<file path="config.mk">
export PLATFORM = sky130hd
export DESIGN_NAME = uadt_top
export DESIGN_NICKNAME = d
export VERILOG_FILES = /design/src/uadt_pkg.sv /design/src/uadt_top.sv /design/src/uadt_rx.sv
export SDC_FILE = /design/constraint.sdc
export NUM_CORES = 2
export LEC_CHECK = 0
export ABC_AREA = 1
export BUFFER_PORTS_ARGS = -buffer_cell sky130_fd_sc_hd__buf_2
export CORE_UTILIZATION = 30
export CTS_BUF_LIST = sky130_fd_sc_hd__clkbuf_8
export CTS_CLUSTER_DIAMETER = 50
export DETAILED_ROUTE_END_ITERATION = 12
export GPL_ROUTABILITY_DRIVEN = 0
export RECOVER_POWER = 100
export SETUP_SLACK_MARGIN = 0.3
export SYNTH_ARGS = -nofsm -noshare
export SYNTH_HDL_FRONTEND = slang
export SYNTH_HIERARCHICAL = 1
export SYNTH_SLANG_ARGS = --single-unit
</file>
<file path="constraint.sdc">
create_clock -name core_clk -period 14.15 [get_ports core_clk]
set_input_delay 3.5375 -clock core_clk [delete_from_list [all_inputs] [get_ports core_clk]]
set_output_delay 3.5375 -clock core_clk [all_outputs]
set_load 0.005 [all_outputs]
</file>
<file path="src/uadt_pkg.sv">
// uadt_pkg: constants, register map and carrier types of the UART decode trigger.
// Assumes a 25 MHz core clock and a 32-bit AXI4-Lite register port.
package uadt_pkg;
  // Clock and bit rate limits
  localparam logic [31:0] CLK_HZ = 32'h017D7840;
  localparam logic [31:0] RATE_MIN = 32'h00000096;
  localparam logic [31:0] RATE_MAX = 32'h02540BE4;
  localparam logic [31:0] RATE_DEF = 32'h00002580;
  localparam logic [31:0] DIV_DEF = CLK_HZ / RATE_DEF;
  localparam logic [31:0] DIV_MIN = 32'h00000001;
  localparam logic [5:0] DV_LAST = 6'h1F;
  localparam logic [31:0] IDLE_DEF = 32'h00002710;
  // Register map, byte addresses
  localparam int ADDR_W = 8;
  localparam logic [7:0] OFF_CTRL = 8'h00;
  localparam logic [7:0] OFF_RATE = 8'h04;
  localparam logic [7:0] OFF_IDLE = 8'h08;
  localparam logic [7:0] OFF_PCFG = 8'h0C;
  localparam logic [7:0] OFF_PVAL = 8'h10;
  localparam logic [7:0] OFF_PMSK = 8'h14;
  localparam logic [7:0] OFF_STAT = 8'h18;
  localparam logic [7:0] OFF_DIV = 8'h1C;
  localparam logic [1:0] RESP_OKAY = 2'h0;
  localparam logic [1:0] RESP_SLVERR = 2'h2;
  // Data size limits
  localparam logic [3:0] SIZE_MIN = 4'h5;
  localparam logic [3:0] SIZE_MAX = 4'h9;
  localparam logic [3:0] SIZE_DEF = 4'h8;
  localparam logic [12:0] SIDX_SAT = 13'h1FFF;

  typedef enum logic [2:0] {
    M_START = 3'h0, M_FSTART = 3'h1, M_FERR = 3'h2, M_SYMN = 3'h3,
    M_BREAK = 3'h4, M_PERR = 3'h5, M_PATT = 3'h6, M_ANY = 3'h7
  } uadt_mode_e;
  typedef enum logic [1:0] {P_NONE = 2'h0, P_EVEN = 2'h1, P_ODD = 2'h2} uadt_par_e;
  typedef enum logic [1:0] {S_ONE = 2'h0, S_ONE_HALF = 2'h1, S_TWO = 2'h2} uadt_stop_e;

  // Control register layout
  typedef struct packed {
    logic [17:0] rsvd;
    uadt_mode_e mode;
    logic [3:0] size;
    uadt_stop_e stop;
    uadt_par_e par;
    logic tx_en;
    logic src_tx;
    logic pol_high;
  } uadt_ctrl_s;
  localparam uadt_ctrl_s CTRL_RST = '{rsvd: '0, mode: M_START, size: SIZE_DEF,
    stop: S_ONE, par: P_NONE, tx_en: 1'h0, src_tx: 1'h0, pol_high: 1'h1};

  // Pattern position register layout
  typedef struct packed {
    logic [13:0] rsvd;
    logic [1:0] nsym_m1;
    logic [3:0] rsvd2;
    logic [11:0] offset;
  } uadt_pcfg_s;

  // Status register layout
  typedef struct packed {
    logic [5:0] rsvd;
    logic [12:0] sidx;
    logic [8:0] last;
    logic [3:0] sticky;
  } uadt_stat_s;

  // Receiver configuration and events
  typedef struct packed {
    logic pol_high;
    uadt_par_e par;
    uadt_stop_e stop;
    logic [3:0] size;
    logic [31:0] div;
    logic [31:0] idle;
  } uadt_rxcfg_s;
  typedef struct packed {
    logic start;
    logic fstart;
    logic sym;
    logic perr;
    logic ferr;
    logic brk;
    logic [8:0] data;
  } uadt_ev_s;
endpackage

</file>
<file path="src/uadt_top.sv">
// uadt_top: UART decode and trigger engine with an AXI4-Lite register port.
// Assumes asynchronous line pins and a single-outstanding AXI4-Lite master.
// Function
// RULE_01 - Start bit is first logical zero
// RULE_02 - Stop bits and idle are logical one
// RULE_03 - Start, data, optional parity, stop bits
// RULE_04 - Data shifted LSB first, parity last
// RULE_05 - Sampling aligned to start-bit edge
// RULE_06 - Idle gap of set length splits frames
// RULE_07 - One polarity setting for both lines
// RULE_08 - Parity none, even or odd
// RULE_09 - One, one and half, two stops
// RULE_10 - Bit rate 150 to 39,062,500 bit/s
// RULE_11 - Data size five to nine bits
// RULE_12 - Receive line plus optional transmit source
// RULE_13 - Fire on start bit or frame start
// RULE_14 - Break: start without valid stop
// RULE_15 - Parity error and frame error modes
// RULE_16 - Fire on n-th symbol of frame
// RULE_17 - One to four symbols match pattern
// RULE_18 - Any single symbol matches pattern
// RULE_19 - Break on low beyond one symbol
// RULE_20 - Symbol offset ranges 0 to 4,095
// RULE_21 - Pattern bits zero, one or don't-care
// RULE_22 - Zero in stop position flags error
// RULE_23 - Mid-bit sampling from bit-rate divider
`timescale 1ns/1ns
`default_nettype none
module uadt_top
  import uadt_pkg::*;
(
  input wire logic core_clk,
  input wire logic sys_rst,
  input wire logic rx_pin,
  input wire logic tx_pin,
  input wire logic [ADDR_W-1:0] s_axi_awaddr,
  input wire logic s_axi_awvalid,
  output logic s_axi_awready,
  input wire logic [31:0] s_axi_wdata,
  input wire logic [3:0] s_axi_wstrb,
  input wire logic s_axi_wvalid,
  output logic s_axi_wready,
  output logic [1:0] s_axi_bresp,
  output logic s_axi_bvalid,
  input wire logic s_axi_bready,
  input wire logic [ADDR_W-1:0] s_axi_araddr,
  input wire logic s_axi_arvalid,
  output logic s_axi_arready,
  output logic [31:0] s_axi_rdata,
  output logic [1:0] s_axi_rresp,
  output logic s_axi_rvalid,
  input wire logic s_axi_rready,
  output logic trig_o
);
  uadt_ctrl_s ctrl_reg;
  uadt_pcfg_s pcfg_reg;
  uadt_rxcfg_s rx_cfg;
  uadt_ev_s ev_rx, ev_tx, ev;
  logic [31:0] rate_reg, idle_reg, pval_reg, pmsk_reg, div_reg;
  logic [ADDR_W-1:0] waddr_reg;
  logic [31:0] wdata_reg, rd_data;
  logic [3:0] wstrb_reg, sticky_reg, clr;
  logic aw_hold_reg, w_hold_reg, wr_go, wr_ok, rd_ok;
  logic [12:0] sidx_reg, win_lo, win_hi;
  logic [8:0] last_reg;
  logic pm_ok_reg, in_win, hit, cur_match;
  logic [1:0] pk;
  logic dv_busy_reg;
  logic [5:0] dv_cnt_reg;
  logic [31:0] dv_num_reg, dv_rem_reg, dv_quo_reg, dv_den_reg, dv_q;
  logic [32:0] dv_try;

  // Byte-lane merge of a write into an old word
  function automatic logic [31:0] merge(input logic [31:0] old, input logic [31:0] nw,
                                        input logic [3:0] strb);
    logic [31:0] r;
    r = old;
    for (int i = 0; i < 4; i++) begin
      if (strb[i]) r[i*8 +: 8] = nw[i*8 +: 8];
    end
    return r;
  endfunction

  // Keep the bit rate inside its legal span
  function automatic logic [31:0] clamp_rate(input logic [31:0] r);
    if (r < RATE_MIN) return RATE_MIN;
    else if (r > RATE_MAX) return RATE_MAX;
    else return r;
  endfunction

  // Keep the data size inside five to nine bits
  function automatic uadt_ctrl_s fix_ctrl(input logic [31:0] w);
    uadt_ctrl_s c;
    c = uadt_ctrl_s'(w);
    c.rsvd = '0;
    if (c.size < SIZE_MIN) c.size = SIZE_MIN;
    if (c.size > SIZE_MAX) c.size = SIZE_MAX;
    if (c.par > P_ODD) c.par = P_NONE;
    if (c.stop > S_TWO) c.stop = S_ONE;
    return c;
  endfunction

  // Pattern test with per-bit care mask, cleared mask bits match anything
  function automatic logic sym_match(input logic [8:0] d, input logic [7:0] v,
                                     input logic [7:0] m);
    return ((d[7:0] ^ v) & m) == '0;
  endfunction

  // Write address channel and write data channel, taken in either order
  always_ff @(posedge core_clk or posedge sys_rst) begin
    if (sys_rst) begin
      aw_hold_reg <= 1'h0;
      s_axi_awready <= 1'h1;
      waddr_reg <= '0;
    end else if (s_axi_awvalid && s_axi_awready) begin
      aw_hold_reg <= 1'h1;
      s_axi_awready <= 1'h0;
      waddr_reg <= s_axi_awaddr;
    end else if (s_axi_bvalid && s_axi_bready) begin
      aw_hold_reg <= 1'h0;
      s_axi_awready <= 1'h1;
    end
  end

  always_ff @(posedge core_clk or posedge sys_rst) begin
    if (sys_rst) begin
      w_hold_reg <= 1'h0;
      s_axi_wready <= 1'h1;
      wdata_reg <= '0;
      wstrb_reg <= '0;
    end else if (s_axi_wvalid && s_axi_wready) begin
      w_hold_reg <= 1'h1;
      s_axi_wready <= 1'h0;
      wdata_reg <= s_axi_wdata;
      wstrb_reg <= s_axi_wstrb;
    end else if (s_axi_bvalid && s_axi_bready) begin
      w_hold_reg <= 1'h0;
      s_axi_wready <= 1'h1;
    end
  end

  // Write performed once both halves are held
  assign wr_go = aw_hold_reg & w_hold_reg & ~s_axi_bvalid;
  assign wr_ok = (waddr_reg[ADDR_W-1:2] <= OFF_DIV[ADDR_W-1:2]) && (waddr_reg[1:0] == 2'h0);

  always_ff @(posedge core_clk or posedge sys_rst) begin
    if (sys_rst) begin
      s_axi_bvalid <= 1'h0;
      s_axi_bresp <= RESP_OKAY;
    end else if (wr_go) begin
      s_axi_bvalid <= 1'h1;
      s_axi_bresp <= wr_ok ? RESP_OKAY : RESP_SLVERR;
    end else if (s_axi_bready) begin
      s_axi_bvalid <= 1'h0;
    end
  end

  // Configuration registers
  always_ff @(posedge core_clk or posedge sys_rst) begin
    if (sys_rst) begin
      ctrl_reg <= CTRL_RST;
      rate_reg <= RATE_DEF;
      idle_reg <= IDLE_DEF;
      pcfg_reg <= '0;
      pval_reg <= '0;
      pmsk_reg <= '0;
    end else if (wr_go) begin
      case (waddr_reg)
        // RULE_11 size clamped five to nine
        OFF_CTRL: ctrl_reg <= fix_ctrl(merge(ctrl_reg, wdata_reg, wstrb_reg));
        // RULE_10 rate span enforced
        OFF_RATE: rate_reg <= clamp_rate(merge(rate_reg, wdata_reg, wstrb_reg));
        OFF_IDLE: idle_reg <= merge(idle_reg, wdata_reg, wstrb_reg);
        // RULE_20 twelve-bit symbol offset
        OFF_PCFG: pcfg_reg <= uadt_pcfg_s'(merge(pcfg_reg, wdata_reg, wstrb_reg)
                              & {14'h0, 2'h3, 4'h0, 12'hFFF});
        OFF_PVAL: pval_reg <= merge(pval_reg, wdata_reg, wstrb_reg);
        OFF_PMSK: pmsk_reg <= merge(pmsk_reg, wdata_reg, wstrb_reg);
        default: ;
      endcase
    end
  end

  // Bits per second to clock cycles per bit, restoring division
  assign dv_try = {dv_rem_reg, dv_num_reg[31]} - {1'h0, dv_den_reg};
  assign dv_q = {dv_quo_reg[30:0], ~dv_try[32]};

  always_ff @(posedge core_clk or posedge sys_rst) begin
    if (sys_rst) begin
      dv_busy_reg <= 1'h0;
      dv_cnt_reg <= '0;
      dv_num_reg <= '0;
      dv_rem_reg <= '0;
      dv_quo_reg <= '0;
      dv_den_reg <= RATE_DEF;
      div_reg <= DIV_DEF;
    end else if (wr_go && waddr_reg == OFF_RATE) begin
      dv_busy_reg <= 1'h1;
      dv_cnt_reg <= '0;
      dv_num_reg <= CLK_HZ;
      dv_rem_reg <= '0;
      dv_quo_reg <= '0;
      dv_den_reg <= clamp_rate(merge(rate_reg, wdata_reg, wstrb_reg));
    end else if (dv_busy_reg) begin
      dv_num_reg <= dv_num_reg << 1;
      dv_rem_reg <= dv_try[32] ? {dv_rem_reg[30:0], dv_num_reg[31]} : dv_try[31:0];
      dv_quo_reg <= dv_q;
      dv_cnt_reg <= dv_cnt_reg + 6'h1;
      // RULE_23 divider loaded from rate
      if (dv_cnt_reg == DV_LAST) begin
        dv_busy_reg <= 1'h0;
        div_reg <= (dv_q == '0) ? DIV_MIN : dv_q;
      end
    end
  end

  // Receiver settings shared by both lines
  // RULE_07 one polarity for both
  assign rx_cfg = '{pol_high: ctrl_reg.pol_high, par: ctrl_reg.par, stop: ctrl_reg.stop,
                    size: ctrl_reg.size, div: div_reg, idle: idle_reg};

  // RULE_12 receive and transmit decoders
  uadt_rx u_rx (
    .core_clk(core_clk),
    .sys_rst(sys_rst),
    .en(1'h1),
    .line_pin(rx_pin),
    .cfg(rx_cfg),
    .ev(ev_rx)
  );

  uadt_rx u_tx (
    .core_clk(core_clk),
    .sys_rst(sys_rst),
    .en(ctrl_reg.tx_en),
    .line_pin(tx_pin),
    .cfg(rx_cfg),
    .ev(ev_tx)
  );

  // RULE_12 trigger source select
  assign ev = (ctrl_reg.src_tx && ctrl_reg.tx_en) ? ev_tx : ev_rx;

  // RULE_06 symbol index within frame
  always_ff @(posedge core_clk or posedge sys_rst) begin
    if (sys_rst) begin
      sidx_reg <= '0;
      last_reg <= '0;
    end else begin
      if (ev.start && ev.fstart) sidx_reg <= '0;
      else if (ev.sym && sidx_reg != SIDX_SAT) sidx_reg <= sidx_reg + 13'h1;
      if (ev.sym) last_reg <= ev.data;
    end
  end

  // Pattern window from offset over one to four symbols
  assign win_lo = {1'h0, pcfg_reg.offset};
  assign win_hi = win_lo + {11'h0, pcfg_reg.nsym_m1};
  assign in_win = (sidx_reg >= win_lo) && (sidx_reg <= win_hi);
  assign pk = 2'(sidx_reg - win_lo);
  // RULE_21 masked bit compare
  assign cur_match = sym_match(ev.data, pval_reg[pk*8 +: 8], pmsk_reg[pk*8 +: 8]);

  // RULE_17 running match over window
  always_ff @(posedge core_clk or posedge sys_rst) begin
    if (sys_rst) pm_ok_reg <= 1'h0;
    else if (ev.sym && in_win) pm_ok_reg <= (sidx_reg == win_lo) ? cur_match
                                            : (pm_ok_reg & cur_match);
  end

  // Trigger condition by mode
  always_comb begin
    hit = 1'h0;
    case (ctrl_reg.mode)
      // RULE_13 every start bit
      M_START: hit = ev.start;
      // RULE_13 first start after gap
      M_FSTART: hit = ev.start & ev.fstart;
      // RULE_15 frame error mode
      // RULE_22 stop sampled low
      M_FERR: hit = ev.sym & ev.ferr;
      // RULE_16 selected symbol position
      M_SYMN: hit = ev.sym & (sidx_reg == win_lo);
      // RULE_14 start without stop
      M_BREAK: hit = ev.sym & ev.brk;
      // RULE_15 parity disagreement
      M_PERR: hit = ev.sym & ev.perr;
      // RULE_17 last symbol of window
      M_PATT: hit = ev.sym & (sidx_reg == win_hi) & cur_match
                    & ((sidx_reg == win_lo) | pm_ok_reg);
      // RULE_18 any single symbol
      M_ANY: hit = ev.sym & sym_match(ev.data, pval_reg[7:0], pmsk_reg[7:0]);
      default: hit = 1'h0;
    endcase
  end

  // Trigger output pulse
  always_ff @(posedge core_clk or posedge sys_rst) begin
    if (sys_rst) trig_o <= 1'h0;
    else trig_o <= hit;
  end

  // Sticky event flags, write one to clear, a new event wins
  assign clr = (wr_go && waddr_reg == OFF_STAT && wstrb_reg[0]) ? wdata_reg[3:0] : '0;

  always_ff @(posedge core_clk or posedge sys_rst) begin
    if (sys_rst) sticky_reg <= '0;
    else sticky_reg <= (sticky_reg & ~clr) | {ev.sym & ev.brk, ev.sym & ev.ferr,
                                              ev.sym & ev.perr, hit};
  end

  // Read decode
  always_comb begin
    rd_data = '0;
    rd_ok = 1'h1;
    case (s_axi_araddr)
      OFF_CTRL: rd_data = ctrl_reg;
      OFF_RATE: rd_data = rate_reg;
      OFF_IDLE: rd_data = idle_reg;
      OFF_PCFG: rd_data = pcfg_reg;
      OFF_PVAL: rd_data = pval_reg;
      OFF_PMSK: rd_data = pmsk_reg;
      OFF_STAT: rd_data = uadt_stat_s'{rsvd: '0, sidx: sidx_reg, last: last_reg,
                                       sticky: sticky_reg};
      OFF_DIV: rd_data = div_reg;
      default: rd_ok = 1'h0;
    endcase
  end

  // Read channel, answer one cycle after the address is taken
  always_ff @(posedge core_clk or posedge sys_rst) begin
    if (sys_rst) begin
      s_axi_arready <= 1'h1;
      s_axi_rvalid <= 1'h0;
      s_axi_rdata <= '0;
      s_axi_rresp <= RESP_OKAY;
    end else if (s_axi_arvalid && s_axi_arready) begin
      s_axi_arready <= 1'h0;
      s_axi_rvalid <= 1'h1;
      s_axi_rdata <= rd_data;
      s_axi_rresp <= rd_ok ? RESP_OKAY : RESP_SLVERR;
    end else if (s_axi_rvalid && s_axi_rready) begin
      s_axi_rvalid <= 1'h0;
      s_axi_arready <= 1'h1;
    end
  end

endmodule
`default_nettype wire

</file>
<file path="src/uadt_rx.sv">
// uadt_rx: recovers UART symbols from one line and reports them as pulses.
// Assumes a pin-level input and configuration steady while a symbol runs.
`timescale 1ns/1ns
`default_nettype none
module uadt_rx
  import uadt_pkg::*;
(
  input wire logic core_clk,
  input wire logic sys_rst,
  input wire logic en,
  input wire logic line_pin,
  input wire uadt_rxcfg_s cfg,
  output uadt_ev_s ev
);
  typedef enum logic [2:0] {
    R_IDLE = 3'h0, R_START = 3'h1, R_DATA = 3'h2, R_PAR = 3'h3, R_STOP = 3'h4
  } uadt_rst_e;
  uadt_rst_e st_reg;
  logic s1_reg, s2_reg, s3_reg, lvl_reg;
  logic [31:0] hc_reg, half, idle_reg;
  logic [2:0] ht_reg;
  logic [3:0] idx_reg;
  logic [8:0] sh_reg;
  logic par_reg, bad_reg, low_reg, armed_reg, gap_reg, bit_v, tick;

  // Three-stage synchroniser, level taken when stages two and three agree
  always_ff @(posedge core_clk or posedge sys_rst) begin
    if (sys_rst) begin
      s1_reg <= 1'h1;
      s2_reg <= 1'h1;
      s3_reg <= 1'h1;
      lvl_reg <= 1'h1;
    end else begin
      s1_reg <= line_pin;
      s2_reg <= s1_reg;
      s3_reg <= s2_reg;
      if (s2_reg == s3_reg) lvl_reg <= s3_reg;
    end
  end

  // RULE_07 polarity to logic
  assign bit_v = cfg.pol_high ? lvl_reg : ~lvl_reg;
  // RULE_23 half-bit ticks from divider
  assign half = (cfg.div >> 1) == '0 ? DIV_MIN : (cfg.div >> 1);
  assign tick = (hc_reg >= half - DIV_MIN);

  // Half-bit divider, restarted at the start-bit edge
  always_ff @(posedge core_clk or posedge sys_rst) begin
    if (sys_rst) hc_reg <= '0;
    else if (st_reg == R_IDLE || tick) hc_reg <= '0;
    else hc_reg <= hc_reg + DIV_MIN;
  end

  // RULE_06 idle gap counter
  always_ff @(posedge core_clk or posedge sys_rst) begin
    if (sys_rst) idle_reg <= '1;
    else if (st_reg != R_IDLE) idle_reg <= '0;
    else if (bit_v && idle_reg != '1) idle_reg <= idle_reg + DIV_MIN;
  end

  // Symbol state machine
  always_ff @(posedge core_clk or posedge sys_rst) begin
    if (sys_rst) begin
      st_reg <= R_IDLE;
      ht_reg <= '0;
      idx_reg <= '0;
      sh_reg <= '0;
      par_reg <= 1'h0;
      bad_reg <= 1'h0;
      low_reg <= 1'h0;
      armed_reg <= 1'h0;
      gap_reg <= 1'h0;
      ev <= '0;
    end else begin
      ev <= '0;
      if (!en) begin
        st_reg <= R_IDLE;
        armed_reg <= 1'h0;
      end else begin
        case (st_reg)
          R_IDLE: begin
            ht_reg <= '0;
            if (bit_v) armed_reg <= 1'h1;
            // RULE_01 first zero after one
            // RULE_05 align to start edge
            if (!bit_v && armed_reg) begin
              st_reg <= R_START;
              gap_reg <= (idle_reg >= cfg.idle);
            end
          end
          R_START: begin
            if (tick) begin
              if (!bit_v) begin
                ev.start <= 1'h1;
                ev.fstart <= gap_reg;
                st_reg <= R_DATA;
                idx_reg <= '0;
                sh_reg <= '0;
                low_reg <= 1'h1;
                bad_reg <= 1'h0;
              end else begin
                st_reg <= R_IDLE;
              end
            end
          end
          R_DATA: begin
            if (tick) begin
              if (ht_reg == 3'h1) begin
                // RULE_04 data bits LSB first
                sh_reg[idx_reg] <= bit_v;
                low_reg <= low_reg & ~bit_v;
                ht_reg <= '0;
                idx_reg <= idx_reg + 4'h1;
                // RULE_03 parity only when enabled
                if (idx_reg == cfg.size - 4'h1) st_reg <= (cfg.par != P_NONE) ? R_PAR : R_STOP;
              end else begin
                ht_reg <= ht_reg + 3'h1;
              end
            end
          end
          R_PAR: begin
            if (tick) begin
              if (ht_reg == 3'h1) begin
                par_reg <= bit_v;
                low_reg <= low_reg & ~bit_v;
                ht_reg <= '0;
                st_reg <= R_STOP;
              end else begin
                ht_reg <= ht_reg + 3'h1;
              end
            end
          end
          R_STOP: begin
            if (tick) begin
              ht_reg <= ht_reg + 3'h1;
              // RULE_02 stop must be one
              // RULE_22 zero at stop is error
              if ((ht_reg == 3'h1 || (ht_reg == 3'h3 && cfg.stop == S_TWO)) && !bit_v)
                bad_reg <= 1'h1;
              // RULE_09 stop length in half bits
              if (ht_reg == 3'h2 + {1'h0, cfg.stop}) begin
                ev.sym <= 1'h1;
                ev.data <= sh_reg;
                // RULE_08 even or odd check
                ev.perr <= (cfg.par != P_NONE) & (^sh_reg ^ par_reg ^ (cfg.par == P_ODD));
                ev.ferr <= bad_reg;
                // RULE_19 low across whole symbol
                ev.brk <= bad_reg & low_reg;
                armed_reg <= 1'h0;
                st_reg <= R_IDLE;
              end
            end
          end
          default: st_reg <= R_IDLE;
        endcase
      end
    end
  end
endmodule
`default_nettype wire

</file>
After elaboration in Yosys (flattened, before gate mapping)
Cells that the tools add are included.
{"block": "totals", "reg_bits": 651, "in_bits": 61, "word_cells": 524}
{"block": "op_classes", "n_addsub": 16, "order_cmp": 19, "eq_ne": 81, "n_shift": 2, "mux": 176, "bitwise": 37, "n_reduce_logical": 101}
{"op": "2-to-1 mux 32 bit", "count": 16}
{"op": "case mux 32 bit (8 select lines)", "count": 1}
{"op": "2-to-1 mux 8 bit", "count": 19}
{"op": "adder 32 x 1 -> 32 bit (second input constant)", "count": 4}
{"op": ">= comparator 32 bit", "count": 4}
{"op": "2-to-1 mux 13 bit", "count": 8}
{"op": "2-to-1 mux 31 bit", "count": 3}
{"op": "2-to-1 mux 3 bit", "count": 26}
{"op": "2-to-1 mux 9 bit", "count": 8}
{"op": "greater-than comparator 32 x 26 -> 1 bit (second input constant)", "count": 2}
{"op": "zero test 32 bit", "count": 2}
{"op": "less-than comparator 32 x 8 -> 1 bit (second input constant)", "count": 2}
{"op": "!= test 32 bit (second input constant)", "count": 2}
{"op": "indexed part select 32 x 6 -> 8 bit", "count": 2}
{"op": "AND reduction 3 bit", "count": 21}
{"op": "== test 8 x 5 -> 1 bit (second input constant)", "count": 7}
{"op": "2-to-1 mux 4 bit", "count": 13}
{"op": "2-to-1 mux 1 bit", "count": 44}
{"op": "!= test 2 x 1 -> 1 bit (second input constant)", "count": 19}
{"op": "case mux 9 bit (2 select lines)", "count": 2}
{"op": "subtractor 33 x 32 -> 33 bit", "count": 1}
{"op": "== test 8 x 4 -> 1 bit (second input constant)", "count": 4}
{"op": "zero test 8 bit", "count": 4}
{"op": "nonzero test 2 bit", "count": 16}
{"op": "other kinds (66)", "count": 202}

Logic depth before layout (Yosys ltp)
{"block": "depth", "depth_word": 9, "mapped_depth": 29, "depth_no_buf": 29}

Hierarchy
Netlist, hierarchy kept.
{"module": "uadt_top", "instances": 1, "cells_each": 2984, "area_each_um2": 22147.5}
{"module": "uadt_rx at u_tx", "instances": 1, "cells_each": 1197, "area_each_um2": 8688.3}
{"module": "uadt_rx at u_rx", "instances": 1, "cells_each": 1202, "area_each_um2": 8648.3}

Worst setup path before layout
Ideal clock, no wire load.
{"block": "synth_timing", "path_kind": "in2reg", "from": "input s_axi_araddr[5]", "to": "register s_axi_rdata[3]", "setup_ps": 66, "arrival_ps": 4758, "slack_ps": 9327, "stages": 11, "path_buffers": 2, "path_cell_list": "nor2_1 nand2_1 nor2_1 buf_2 buf_1 nand3_1 o21ai_0 nor2_1 nand2_1 nand2_1 nand2_1"}
{"block": "synth_via", "elab_chain_cells": 2}
{"item": "start: declaration", "line_no": "uadt_top.sv:46", "text": "input wire logic [ADDR_W-1:0] s_axi_araddr,"}
{"item": "== test 8 x 5 -> 1 bit, or another cell as far along", "line_no": "uadt_top.sv:316", "text": "case (s_axi_araddr)"}
{"item": "case mux 32 bit (8 select lines) *", "line_no": "uadt_top.sv:316"}
{"item": "end signal: assignment", "line_no": "uadt_top.sv:340", "text": "s_axi_rdata <= rd_data;"}
{"item": "end: declaration", "line_no": "uadt_top.sv:49", "text": "output logic [31:0] s_axi_rdata,"}
Every way passes the cells marked *; elsewhere a longest branch is shown, timed or not.
A chain may end at the register's enable or synchronous reset.

==> metrics <==
Via density 5.11; deepest clock path buffer count 3; Setup crit end kind async pin; average routed wire per standard cell 18.8 um; core footprint 130000 um2; GRT overflow 0; gr usage total 20.5%; fill cell total of the finished layout 14000; Fmax achieved 123 MHz; failing checks capacitance limit, slew limit; Final Power 7000 uW; starting DRC count in detailed routing 4035; min-delay worst type reg2reg; total wire length 138 mm; share of the synthesized netlist area taken by xor and xnor gates 3.97%; setup repair bufs after CTS 0; switching power 3130 uW; dominant combinational cell family by area after synthesis simple AND/OR/NAND/NOR gates; clock input transition at the sequential cells of the worst setup and hold paths 0.06 ns; fraction of the mapped netlist area in simple logic gates 29.5%; leakage component of the power 0.0208 uW; required time of the critical path 14.91 ns; max-slew violation count 746; critical path type in2async; proportion of register bits with asynchronous set or reset after synthesis 100%; Port Buffers 100; slew of the pin with the lowest slew margin 4.23 ns; horizontal extent of the die 365 um; clock skew after layout 0.0388 ns; Synth Cell Area 39500 um2; multiplexer share of the synthesized area 0.171%; Die Height 365 um; Sum Neg Setup Slack 0 ns; max-slew headroom at the worst pin -182%; cell taking the most area after synthesis sky130_fd_sc_hd__dfrtp_1; post-detailed-route DRC marker count 0; Yosys warning total 6; final worst path period share 57.5%; Layout Area Growth over Synthesis 11.1%; starting density of the core 30.4%; post-synthesis sequential area ratio 39.0%; vias post-DR 37400; residual antenna-violating net count after detailed routing 0; outcome finished with violations; Max IR drop VDD 0.000141 V; top-area cell type share of the netlist area 33.0%; power share of the clock group 26.3%; startpoint types input port; post-synthesis adder-cell area fraction 6.84%; layout cells sized above 1 8.54%; Gate Count Post-Synth 5383; fraction of power spent switching nets 44.7%; Total Die Area 133000 um2; worst hold slack across all endpoints 0.361 ns; cell-internal power 3870 uW; worst-path maximum fanout 74; EDFF count, synth 0; setup repair after global routing missed its margin false; crit path DAT 8.89 ns; Mapped Avg Cell Area 7.33 um2; vias in the first global route 34700; CTS buffer count 111; number of optimization iterations in the first detailed-route pass 9; number of endpoints with negative hold slack in the final report 0; Seq cells post-synth 611; Worst-Skew Late Latency 0.80 ns; clock tree from TritonCTS built; Synth Area in Compound Gates 11.7%; post-route minimum period 8.13 ns; HPWL after detailed placement 104 mm; Clock H-tree levels 3; number of library cell types mapped by synthesis 66; predominant post-synthesis flop cell sky130_fd_sc_hd__dfrtp_1; number of top-level pins 103; Cell Pwr Density 159 nW/um2; number of antenna violations at the first check in global routing 18; proportion of power drawn by combinational gates 41.1%; first-pass GRT wire length 210 mm; max-cap viol count 13; number of cell rows 132; clock tree root buffer cell sky130_fd_sc_hd__clkbuf_8; hold_buf cts 0; post-cts repair resize count 0; clock tree sinks 611; Layout Nets 5748; number of setup violations in the final report 0; top cells by area, synth sky130_fd_sc_hd__dfrtp_1, sky130_fd_sc_hd__nand2_1, sky130_fd_sc_hd__ha_1; sequential share of power 32.6%; pin count of the biggest net entering global routing 80
[per-stage QoR]
step	instance area, um2	setup WS [ns]	std cells	util (%)
floorplan	39500	5.28	5385	-
global placement	41600	7.89	7103	32.0
detailed placement	41600	7.87	7103	32.0
CTS	44100	8.72	7313	33.9
global route	43900	5.02	7314	33.8
finish	43900	6.02	7318	33.8
[final cells by class]
| type | instances | area, um2 | area share (%) |
|---|---|---|---|
| diodes | 5 | 12.5 | 0.0285 |
| clock buffers | 141 | 1940 | 4.42 |
| clock inverters | 69 | 524 | 1.19 |
| inverters | 720 | 2710 | 6.17 |
| multi-input cells | 3903 | 20500 | 46.7 |
| flip-flops and latches | 611 | 15400 | 35.1 |
| well taps | 1742 | 2180 | 4.97 |
| repair buffers | 127 | 614 | 1.40 |
[per-layer routing]
layer  up-vias  global-route usage [%]  share of wire (%)
met4         4                    9.27                4.9
met1     17600                    27.9                 44
met2      1656                    30.7                 42
met5         -                       0              0.018
li1      17700                       -                  -
met3       372                    4.72                9.6
[final timing paths]
| path | startpoint | endpoint | slack (ns) | cells past startpoint |
|---|---|---|---|---|
| min reg2reg | u_tx/s1_reg | u_tx/s2_reg | 0.36 | 0 |
| max in group core_clk | s_axi_araddr[5] | s_axi_rdata[9] | 7.42 | 11 |
| min in group asynchronous | sys_rst | last_reg[8] | 3.24 | 2 |
| min | u_tx/s1_reg | u_tx/s2_reg | 0.36 | 0 |
| max | sys_rst | rate_reg[21] | 6.02 | 4 |
| max reg2reg | div_reg[24] | u_rx/hc_reg[12] | 7.88 | 23 |
[critical path, stage by stage]
cell	delay (ns)
sky130_fd_sc_hd__clkbuf_1	0.18
sky130_fd_sc_hd__clkinvlp_2	0.96
sky130_fd_sc_hd__clkbuf_1	2.98
sky130_fd_sc_hd__buf_4	1.11
[power by group through the flow]
stage                     Sequential, uW  Combinational [uW]  Clock (uW)
after floorplan                     2140                2130           0
after global placement              2300                2790           0
after detailed placement            2300                2830           0
after CTS                           2270                2840        1880
after global routing                2290                3230        1960
final                               2280                2880        1840
[cells in the mapped netlist (all sizes together), types with 6 or more instances]
master	number
nand2	1457
inv	716
nor2	539
dfrtp	520
o21ai	401
nand3	325
a21oi	225
ha	211
nor3	162
xor2	115
nand4	95
dfstp	91
buf	77
clkbuf	74
xnor2	64
o22ai	61
nor4	39
nand3b	27
o2111ai	26
o31ai	19
or2	16
a22oi	13
o211ai	13
nor3b	12
o21a	12
o21bai	10
a211oi	9
a31oi	9
a21o	7
mux2	6
[cells in the final DEF (no fill, tap or decap), types with 115 or more instances in the layout]
| cell type | instances |
|---|---|
| sky130_fd_sc_hd__nand3_1 | 317 |
| sky130_fd_sc_hd__ha_1 | 211 |
| sky130_fd_sc_hd__nand2_1 | 1442 |
| sky130_fd_sc_hd__xor2_1 | 115 |
| sky130_fd_sc_hd__clkbuf_8 | 141 |
| sky130_fd_sc_hd__a21oi_1 | 224 |
| sky130_fd_sc_hd__o21ai_0 | 367 |
| sky130_fd_sc_hd__dfrtp_1 | 520 |
| sky130_fd_sc_hd__nor2_1 | 504 |
| sky130_fd_sc_hd__nor3_1 | 148 |
| sky130_fd_sc_hd__inv_1 | 721 |
[kinds of logic after synthesis]
| group | after synthesis |
|---|---|
| adder cells (fa/ha/maj) | 215 |
| flip-flops | 611 |
| XOR/XNOR | 179 |
| multiplexers | 6 |
| AO/OA/AOI/OAI | 822 |
| other | 4 |
| AND/OR/NAND/NOR | 2675 |
| buffers and inverters | 871 |
No activity file was read; power rests on OpenSTA's default activity.
